===== src/common/bsp_pkg.sv =====
// Constants, types and carriers shared by the basic serial port
package bsp_pkg;

   // Register addresses on the special function register port
   localparam logic [7:0] BSP_ADDR_DATA = 8'h9B;
   localparam logic [7:0] BSP_ADDR_SCTL = 8'h9A;
   localparam logic [7:0] BSP_ADDR_TCTL = 8'h9D;
   localparam logic [7:0] BSP_ADDR_CSEL = 8'hF2;
   localparam logic [7:0] BSP_ADDR_PDN = 8'hF1;

   // serial_control_reg fields
   localparam int BSP_SC_CPHA = 0;
   localparam int BSP_SC_CPOL = 1;
   localparam int BSP_SC_LSBF = 2;
   localparam int BSP_SC_SSEN = 3;
   localparam int BSP_SC_CNT_LO = 4;
   localparam logic [3:0] BSP_SC_RST = 4'h0;

   // two_wire_control_reg fields
   localparam int BSP_TC_I2C = 0;
   localparam int BSP_TC_COUNT_LENGTH_SELECT = 1;
   localparam int BSP_TC_STRETCH = 2;
   localparam int BSP_TC_SSIF = 7;
   localparam logic [2:0] BSP_TC_RST = 3'h0;

   // peripheral_power_down_reg: bit of this port, powered down at reset
   localparam int BSP_PD_SPI = 1;
   localparam logic BSP_PDN_RST = 1'b1;

   // Bit counter values
   localparam logic [3:0] BSP_CNT_ZERO = 4'h0;
   localparam logic [3:0] BSP_CNT_ONE = 4'h1;
   localparam logic [3:0] BSP_CNT_BYTE = 4'h8;

   // Serial clock sources held in clock_source_select
   typedef enum logic [2:0]
   {
      BSP_CS_EXT = 3'h0,
      BSP_CS_SW = 3'h1,
      BSP_CS_WR_PULSE = 3'h2,
      BSP_CS_WR_TOG = 3'h3,
      BSP_CS_T0_PULSE = 3'h4,
      BSP_CS_T0_TOG = 3'h5,
      BSP_CS_T1_PULSE = 3'h6,
      BSP_CS_T1_TOG = 3'h7
   } bsp_clk_src_t;

   // One register access from the processor
   typedef struct packed
   {
      logic [7:0] addr;
      logic [7:0] wdata;
      logic wr;
      logic rd;
   } bsp_sfr_req_t;

   // Pin levels arriving from outside
   typedef struct packed
   {
      logic ss_n;
      logic din;
      logic sck;
   } bsp_pin_in_t;

   // Pin drive towards the pad ring
   typedef struct packed
   {
      logic sck_out;
      logic sck_oe;
      logic dout_out;
      logic dout_oe;
   } bsp_pin_out_t;

endpackage


===== src/hw/bsp_serial_port.sv =====
// Basic SPI / software-assisted I2C serial port with its registers
`timescale 1ns/1ns

module bsp_serial_port
   import bsp_pkg::*;
(
   input wire logic clk,
   input wire logic resetn,
   input wire bsp_sfr_req_t sfr_req,
   output logic [7:0] sfr_rdata,
   input wire logic movx_wr_pulse,
   input wire logic timer_zero_expiry_pulse,
   input wire logic timer_one_expiry_pulse,
   input wire logic sw_sck_level,
   input wire bsp_pin_in_t pin_in,
   output bsp_pin_out_t pin_out,
   output logic port_active,
   output logic count_interrupt,
   output logic start_stop_interrupt
);
   bsp_pin_in_t pin_s;
   logic [3:0] sctl_q;
   logic [2:0] tctl_q;
   bsp_clk_src_t csel_q;
   logic pdn_q;
   logic [7:0] sh_q;
   logic dout_q;
   logic [3:0] cnt_q;
   logic cnt_int_q;
   logic ack_phase_q;
   logic stretch_q;
   logic ssi_q;
   logic gen_q;
   logic sck_prev_q;
   logic din_prev_q;
   logic [7:0] rdata_q;
   logic [7:0] rd_val;
   logic active, master, i2c, lsbf, same_edge, ss_block;
   logic eff_sck, rise, fall, start_det, stop_det, bus_cond;
   logic samp_e, launch_e, count_e, wrap, hit;
   logic data_wr, data_rd, data_acc;
   logic [3:0] target, cnt_next;

   // First bit to leave the shifter for the chosen order
   function automatic logic bsp_top(input logic [7:0] v, input logic lsb);
      return lsb ? v[0] : v[7];
   endfunction

   // Pins cross into the clock domain
   bsp_sync #(.WIDTH($bits(bsp_pin_in_t))) u_sync
   (
      .clk(clk),
      .resetn(resetn),
      .d(pin_in),
      .q(pin_s)
   );

   // Register decode
   assign data_wr = sfr_req.wr && (sfr_req.addr == BSP_ADDR_DATA);
   assign data_rd = sfr_req.rd && (sfr_req.addr == BSP_ADDR_DATA);
   assign data_acc = data_wr || data_rd;

   // Mode decode
   assign active = !pdn_q;
   assign master = (csel_q != BSP_CS_EXT);
   assign i2c = tctl_q[BSP_TC_I2C];
   assign lsbf = sctl_q[BSP_SC_LSBF] && !i2c;
   assign same_edge = (sctl_q[BSP_SC_CPOL] == sctl_q[BSP_SC_CPHA]);
   assign ss_block = !master && !i2c && sctl_q[BSP_SC_SSEN] && pin_s.ss_n;

   // Clock edges: own clock in SPI master, line level otherwise
   assign eff_sck = (master && !i2c) ? gen_q : pin_s.sck;
   assign rise = active && eff_sck && !sck_prev_q;
   assign fall = active && !eff_sck && sck_prev_q;

   // Data moving while the clock line stays high
   assign start_det = active && i2c && eff_sck && sck_prev_q && din_prev_q && !pin_s.din;
   assign stop_det = active && i2c && eff_sck && sck_prev_q && !din_prev_q && pin_s.din;
   assign bus_cond = start_det || stop_det;

   // Sample, launch and count edges
   assign samp_e = !ss_block && (i2c ? rise : (same_edge ? rise : fall));
   assign launch_e = !ss_block && (i2c ? fall : (same_edge ? fall : rise));
   assign count_e = i2c ? launch_e : samp_e;

   // Count target: byte, or in two-wire mode one bit for acknowledge or when count length select is set
   assign target = (i2c && (tctl_q[BSP_TC_COUNT_LENGTH_SELECT] || ack_phase_q)) ? BSP_CNT_ONE : BSP_CNT_BYTE;
   assign wrap = count_e && (cnt_q >= target);
   assign cnt_next = wrap ? BSP_CNT_ONE : (cnt_q + BSP_CNT_ONE);
   assign hit = count_e && (cnt_next == target);

   // Generated serial clock for master mode
   always_ff @(posedge clk or negedge resetn)
   begin
      if (!resetn)
      begin
         gen_q <= 1'b0;
      end
      else
      begin
         case (csel_q)
            BSP_CS_SW: gen_q <= sw_sck_level;
            BSP_CS_WR_PULSE: gen_q <= !movx_wr_pulse;
            BSP_CS_WR_TOG: gen_q <= gen_q ^ movx_wr_pulse;
            BSP_CS_T0_PULSE: gen_q <= timer_zero_expiry_pulse;
            BSP_CS_T0_TOG: gen_q <= gen_q ^ timer_zero_expiry_pulse;
            BSP_CS_T1_PULSE: gen_q <= timer_one_expiry_pulse;
            BSP_CS_T1_TOG: gen_q <= gen_q ^ timer_one_expiry_pulse;
            default: gen_q <= gen_q;
         endcase
      end
   end

   // Previous line levels for edge finding
   always_ff @(posedge clk or negedge resetn)
   begin
      if (!resetn)
      begin
         sck_prev_q <= 1'b1;
         din_prev_q <= 1'b1;
      end
      else
      begin
         sck_prev_q <= eff_sck;
         din_prev_q <= pin_s.din;
      end
   end

   // Shift register: load on write, shift on sample edge
   always_ff @(posedge clk or negedge resetn)
   begin
      if (!resetn)
      begin
         sh_q <= 8'h00;
      end
      else if (data_wr)
      begin
         sh_q <= sfr_req.wdata;
      end
      else if (samp_e && lsbf)
      begin
         sh_q <= {pin_s.din, sh_q[7:1]};
      end
      else if (samp_e)
      begin
         sh_q <= {sh_q[6:0], pin_s.din};
      end
   end

   // Outgoing bit: first bit at load, next bit on launch edge
   always_ff @(posedge clk or negedge resetn)
   begin
      if (!resetn)
      begin
         dout_q <= 1'b1;
      end
      else if (data_wr)
      begin
         dout_q <= bsp_top(sfr_req.wdata, lsbf);
      end
      else if (launch_e)
      begin
         dout_q <= bsp_top(sh_q, lsbf);
      end
   end

   // Bit counter
   always_ff @(posedge clk or negedge resetn)
   begin
      if (!resetn)
      begin
         cnt_q <= BSP_CNT_ZERO;
      end
      else if (data_wr || (i2c && data_rd) || bus_cond)
      begin
         cnt_q <= BSP_CNT_ZERO;
      end
      else if (count_e)
      begin
         cnt_q <= cnt_next;
      end
   end

   // Count interrupt: set wins over clear
   always_ff @(posedge clk or negedge resetn)
   begin
      if (!resetn)
      begin
         cnt_int_q <= 1'b0;
      end
      else if (hit)
      begin
         cnt_int_q <= 1'b1;
      end
      else if (data_acc || wrap)
      begin
         cnt_int_q <= 1'b0;
      end
   end

   // Acknowledge phase after a two-wire byte
   always_ff @(posedge clk or negedge resetn)
   begin
      if (!resetn)
      begin
         ack_phase_q <= 1'b0;
      end
      else if (!i2c || bus_cond)
      begin
         ack_phase_q <= 1'b0;
      end
      else if (hit)
      begin
         ack_phase_q <= (target == BSP_CNT_BYTE);
      end
   end

   // Clock stretch after the eighth bit
   always_ff @(posedge clk or negedge resetn)
   begin
      if (!resetn)
      begin
         stretch_q <= 1'b0;
      end
      else if (i2c && hit && (target == BSP_CNT_BYTE) && tctl_q[BSP_TC_STRETCH])
      begin
         stretch_q <= 1'b1;
      end
      else if (data_wr || tctl_q[BSP_TC_COUNT_LENGTH_SELECT] || bus_cond || !i2c)
      begin
         stretch_q <= 1'b0;
      end
   end

   // START/STOP flag: write one to clear, detection wins
   always_ff @(posedge clk or negedge resetn)
   begin
      if (!resetn)
      begin
         ssi_q <= 1'b0;
      end
      else if (bus_cond)
      begin
         ssi_q <= 1'b1;
      end
      else if (sfr_req.wr && (sfr_req.addr == BSP_ADDR_TCTL) && sfr_req.wdata[BSP_TC_SSIF])
      begin
         ssi_q <= 1'b0;
      end
   end

   // Configuration registers
   always_ff @(posedge clk or negedge resetn)
   begin
      if (!resetn)
      begin
         sctl_q <= BSP_SC_RST;
         csel_q <= BSP_CS_EXT;
         pdn_q <= BSP_PDN_RST;
      end
      else if (sfr_req.wr)
      begin
         case (sfr_req.addr)
            BSP_ADDR_SCTL: sctl_q <= sfr_req.wdata[$bits(sctl_q)-1:0];
            BSP_ADDR_CSEL: csel_q <= bsp_clk_src_t'(sfr_req.wdata[$bits(bsp_clk_src_t)-1:0]);
            BSP_ADDR_PDN: pdn_q <= sfr_req.wdata[BSP_PD_SPI];
            default: sctl_q <= sctl_q;
         endcase
      end
   end

   // Two-wire control; START clears the stretch bit
   always_ff @(posedge clk or negedge resetn)
   begin
      if (!resetn)
      begin
         tctl_q <= BSP_TC_RST;
      end
      else
      begin
         if (sfr_req.wr && (sfr_req.addr == BSP_ADDR_TCTL))
         begin
            tctl_q <= sfr_req.wdata[$bits(tctl_q)-1:0];
         end
         if (start_det)
         begin
            tctl_q[BSP_TC_STRETCH] <= 1'b0;
         end
      end
   end

   // Read values, unmapped addresses read zero
   always_comb
   begin
      rd_val = 8'h00;
      case (sfr_req.addr)
         BSP_ADDR_DATA: rd_val = sh_q;
         BSP_ADDR_SCTL:
         begin
            rd_val[$bits(sctl_q)-1:0] = sctl_q;
            rd_val[BSP_SC_CNT_LO +: $bits(cnt_q)] = cnt_q;
         end
         BSP_ADDR_TCTL:
         begin
            rd_val[$bits(tctl_q)-1:0] = tctl_q;
            rd_val[BSP_TC_SSIF] = ssi_q;
         end
         BSP_ADDR_CSEL: rd_val[$bits(bsp_clk_src_t)-1:0] = csel_q;
         BSP_ADDR_PDN: rd_val[BSP_PD_SPI] = pdn_q;
         default: rd_val = 8'h00;
      endcase
   end

   // Read data held one cycle after the strobe
   always_ff @(posedge clk or negedge resetn)
   begin
      if (!resetn)
      begin
         rdata_q <= 8'h00;
      end
      else if (sfr_req.rd)
      begin
         rdata_q <= rd_val;
      end
   end

   // Pin drive; two-wire lines are open drain
   assign pin_out.sck_out = i2c ? 1'b0 : gen_q;
   assign pin_out.sck_oe = active && (i2c ? ((master && !gen_q) || stretch_q) : master);
   assign pin_out.dout_out = i2c ? 1'b0 : dout_q;
   assign pin_out.dout_oe = active && (i2c ? !dout_q : (master || !sctl_q[BSP_SC_SSEN] || !pin_s.ss_n));
   assign port_active = active;
   assign count_interrupt = cnt_int_q;
   assign start_stop_interrupt = ssi_q;
   assign sfr_rdata = rdata_q;
endmodule


===== src/hw/bsp_sync.sv =====
// Two-flop synchroniser for pins from outside the clock domain
`timescale 1ns/1ns
module bsp_sync
#(
   parameter int WIDTH = 1
)
(
   input wire logic clk,
   input wire logic resetn,
   input wire logic [WIDTH-1:0] d,
   output logic [WIDTH-1:0] q
);
   logic [WIDTH-1:0] meta_q;
   logic [WIDTH-1:0] sync_q;

   // First stage feeds only the second stage
   always_ff @(posedge clk or negedge resetn)
   begin
      if (!resetn)
      begin
         meta_q <= '1;
         sync_q <= '1;
      end
      else
      begin
         meta_q <= d;
         sync_q <= meta_q;
      end
   end

   assign q = sync_q;
endmodule


===== config.mk =====
export PLATFORM = sky130hd
export DESIGN_NAME = bsp_serial_port
export DESIGN_NICKNAME = d
export VERILOG_FILES = /design/src/common/bsp_pkg.sv /design/src/hw/bsp_serial_port.sv /design/src/hw/bsp_sync.sv
export SDC_FILE = /design/constraint.sdc
export NUM_CORES = 1
export LEC_CHECK = 0
export BUFFER_PORTS_ARGS = -buffer_cell sky130_fd_sc_hd__buf_2
export CAP_MARGIN = 0
export CORE_MARGIN = 3
export CORE_UTILIZATION = 57
export DETAILED_ROUTE_END_ITERATION = 7
export GPL_TIMING_DRIVEN = 0
export PLACE_DENSITY = 0.91
export SLEW_MARGIN = 20
export SYNTH_ARGS = -nofsm -noshare
export SYNTH_HDL_FRONTEND = slang
export SYNTH_SLANG_ARGS = --single-unit

===== constraint.sdc =====
create_clock -name clk -period 3 [get_ports clk]
set_input_delay 0.3 -clock clk [delete_from_list [all_inputs] [get_ports clk]]
set_output_delay 0.3 -clock clk [all_outputs]
set_load 0.05 [all_outputs]

==> flow_metrics.py <==
metrics = {
    "synthesis": {
        "seq_area_frac_synth_pct": 42.76,
        "yosysUniqueCellTypes": 61,
        "synth_top_area_share_pct": 32.89,
        "synth_area_um2": 2663,
        "ys_warn_count": 0,
        "yosysMostFrequentCell": "dfrtp_1",
        "synthCells": 275,
        "syn_area_per_cell_um2": 9.682,
        "synth_ff_type": "dfrtp_1",
        "synth_edf_count": 0,
        "syn-num-nets": 305,
        "synth_common_cells": "dfrtp_1 (35), nand2_1 (26), a21oi_1 (22)",
        "synth_top_area_cell": "dfrtp_1",
        "synthArstFlopShare_pct": 100.0,
        "ys_seq_elements": 45,
        "synth_area_leaders": "dfrtp_1 (33%), dfstp_2 (9.9%), mux2_2 (5.1%)",
    },
    "drt": {
        "dr.pass1.iters": 5,
        "drtIter0Drc": 350,
        "viasPerCell": 6.505,
        "wl_per_cell_um": 17.51,
        "wl_met1_mm": 2.792,
        "dr_total_vias": 2433,
        "wl_met2_mm": 3.085,
        "routed.top_layer": "met4",
        "wl_met3_um": 480,
        "drt-total-wl_mm": 6.548,
        "route.detailed.drc": 0,
        "drtAntennaViolNets": 0,
    },
    "pwr": {
        "peakVddDrop_v": 0.0003559,
        "leakage_uw": 0.001364,
        "power_density_nw_per_um2": 645.9,
    },
    "timing": {
        "fin_skew_ns": 0.009393,
        "finalSetupViolations": 0,
        "finalCriticalPeriod_ns": 2.660,
        "hold_viol": 30,
        "post-route-period-util_pct": 88.68,
        "tns_ns": 0,
        "rsz0062_at_grt": "false",
        "maxSlewViolCount": 0,
        "fmax_ghz": 0.3759,
        "slew_headroom_pct": 33.85,
        "worst_slew_pin_slew_ns": 0.9832,
        "holdWs_ns": -0.01780,
    },
    "hold_path": {
        "hold_class": "input port to async pin",
    },
    "global_routing": {
        "grt_pass1_vias": 2256,
        "grtUsageTotal_pct": 25.16,
        "gr-total-overflow": 0,
        "grt_max_degree": 46,
        "grt_first_pass_wirelength_mm": 10.71,
        "antenna_found_initial": 0,
    },
    "cells_and_area": {
        "multiInputGateArea_um2": 1428,
        "antenna_cells": 0,
        "stdcell_count": 374,
        "drive_gt1_share_pct": 24.84,
        "fillers": 354,
        "seq_area_um2": 1139,
        "area_growth_pct": 13.91,
        "fin_nets": 351,
    },
    "worst_setup_path": {
        "cp-start-kind": "flop",
        "cp_cell_sequence": "o21ai_0 -> inv_1 -> ha_1 -> or4b_1 -> a21o_1 -> a22oi_1 -> a22oi_1 -> a31o_1",
        "crit_family": "compound AO/OA/AOI/OAI gates",
        "crit_required_ns": 3.19,
        "arrival_ns": 2.85,
        "critPathCaptureType": "flop",
        "crit_buf_inv": 1,
        "worstPathMaxFanout": 13,
        "cp_common_cell": "a22oi_1",
        "crit_type": "flop to flop",
        "slowest_stage": "dfrtp_1",
        "slowest_delay_ns": 0.57,
    },
    "clock_network": {
        "clockBufferDepth": 2,
        "cts_tree": "done",
        "postCtsSetupBuffers": 0,
        "hold_buffers": 0,
        "clock_latency_ns": 0.30,
        "htreeDepth": 2,
        "clockRootBuffer": "clkbuf_8",
        "clock_sinks": 45,
        "cts_buffers": 5,
        "clkTransAtPathRegs_ns": 0.08,
    },
    "flow_run": {
        "drv_cap": 0,
    },
    "status": {
        "status": "complete, but fails checks",
        "violations": "negative hold slack",
    },
    "placement": {
        "post-place-cells": 367,
        "dpl.hpwl_mm": 4.746,
        "port_buffers": 40,
        "globalplace.congestion": 0.9425,
    },
    "die": {
        "die_h_um": 74.35,
        "die_w_um": 74.35,
        "start_util_pct": 59.91,
        "dieArea_um2": 5527,
        "pin_count": 42,
        "row_count": 24,
        "core_um2": 4444,
    },
}
## logic make-up (layout without fill, tap and decap cells)
| family | count (synthesis) | after routing | share of synthesized area (%) |
|---|---|---|---|
| compound gates | 92 | 92 | 24.58 |
| simple gates | 84 | 84 | 16.54 |
| flops | 45 | 45 | 42.76 |
| buf+inv | 23 | 70 | 3.760 |
| mux | 22 | 22 | 8.976 |
| xor+xnor | 6 | 6 | 1.974 |
| fa+ha+maj | 3 | 3 | 1.410 |
## per-stage QoR
step                instance area [um^2]  setup WS [ns]  utilization, %  hold slack (ns)  power [uW]
floorplan                           2663         0.4186               -         0.004409        1339
finish                              3033         0.3396           68.24         -0.01780        1959
detailed placement                  2928         0.1308           65.88           0.3489        1537
CTS                                 3030         0.1202           68.19          0.09060        1955
global placement                    2928         0.2038           65.88           0.3456        1509
global route                        3033        0.09534           68.24          0.03591        2070
## layout make-up
type                            count  area share [%]
Buffer                             14           2.186
Sequential cell                    45           37.54
Timing Repair Buffer               40           6.683
Inverter                            8          0.9901
Clock buffer                        7           3.218
Multi-Input combinational cell    207           47.07
Tap cell                           52           2.145
Clock inverter                      1          0.1650
## layer usage
layer,track usage [%],vias up
met1,35.47,1164
li1,-,1118
met2,39.17,131
met4,9.289,0
met3,4.324,20
met5,0,-
## where the power goes
group	switching (uW)	total [uW]	internal [uW]	leakage (uW)
registers	145	876	730	0.000542
logic	413	667	254	0.000769
clock network	203	417	214	0.0000534
## path summary, 6_finish.rpt
path                                  start               end  slack (ns)  cells after the start
max                               tctl_q[0]   count_interrupt        0.34                      8
min                                  resetn   count_interrupt       -0.02                      1
max reg2reg                       tctl_q[0]   count_interrupt        0.34                      8
min reg2reg                u_sync.meta_q[0]       u_sync.q[0]        0.36                      0
max in group asynchronous            resetn            dout_q        2.63                      1
min in group clk                  pin_in[1]  u_sync.meta_q[1]        0.10                      1
## flip-flops by register name (all words and copies together), names as in the netlist, 3 cells and up
register	flops
sfr_rdata	8
cnt_q	4
sctl_q	4
u_sync.q	3
sh_q	8
tctl_q	3
csel_q	3
u_sync.meta_q	3
## worst reg2reg max path, cell delays in order, from the launching register on
cell and delay [ns]:
dfrtp_1 0.57, o21ai_0 0.25, inv_1 0.17, ha_1 0.24, or4b_1 0.54, a21o_1 0.24, a22oi_1 0.21, a22oi_1 0.12
a31o_1 0.21
## placed cells by master, fill, tap and decap left out, types with 5 or more instances in the layout
cell type   n
buf_2      41
dfrtp_1    35
nand2_1    26
a21oi_1    21
nor2_1     15
mux2_2     12
clkbuf_1   10
a22oi_1    10
dfstp_2    10
mux2i_1     9
a31o_1      9
inv_1       8
nand3_1     7
o21ai_1     7
o21ai_0     6
o22ai_1     6
nor2b_1     5
a22o_1      5
clkbuf_8    5
## what timing repair did
action                                  in CTS  in global routing
endpoints found under the setup margin       0                  6
gates resized for setup                      0                  1
endpoints found under the hold margin        0                  0
Note: power is estimated with default switching activity, not from simulation.
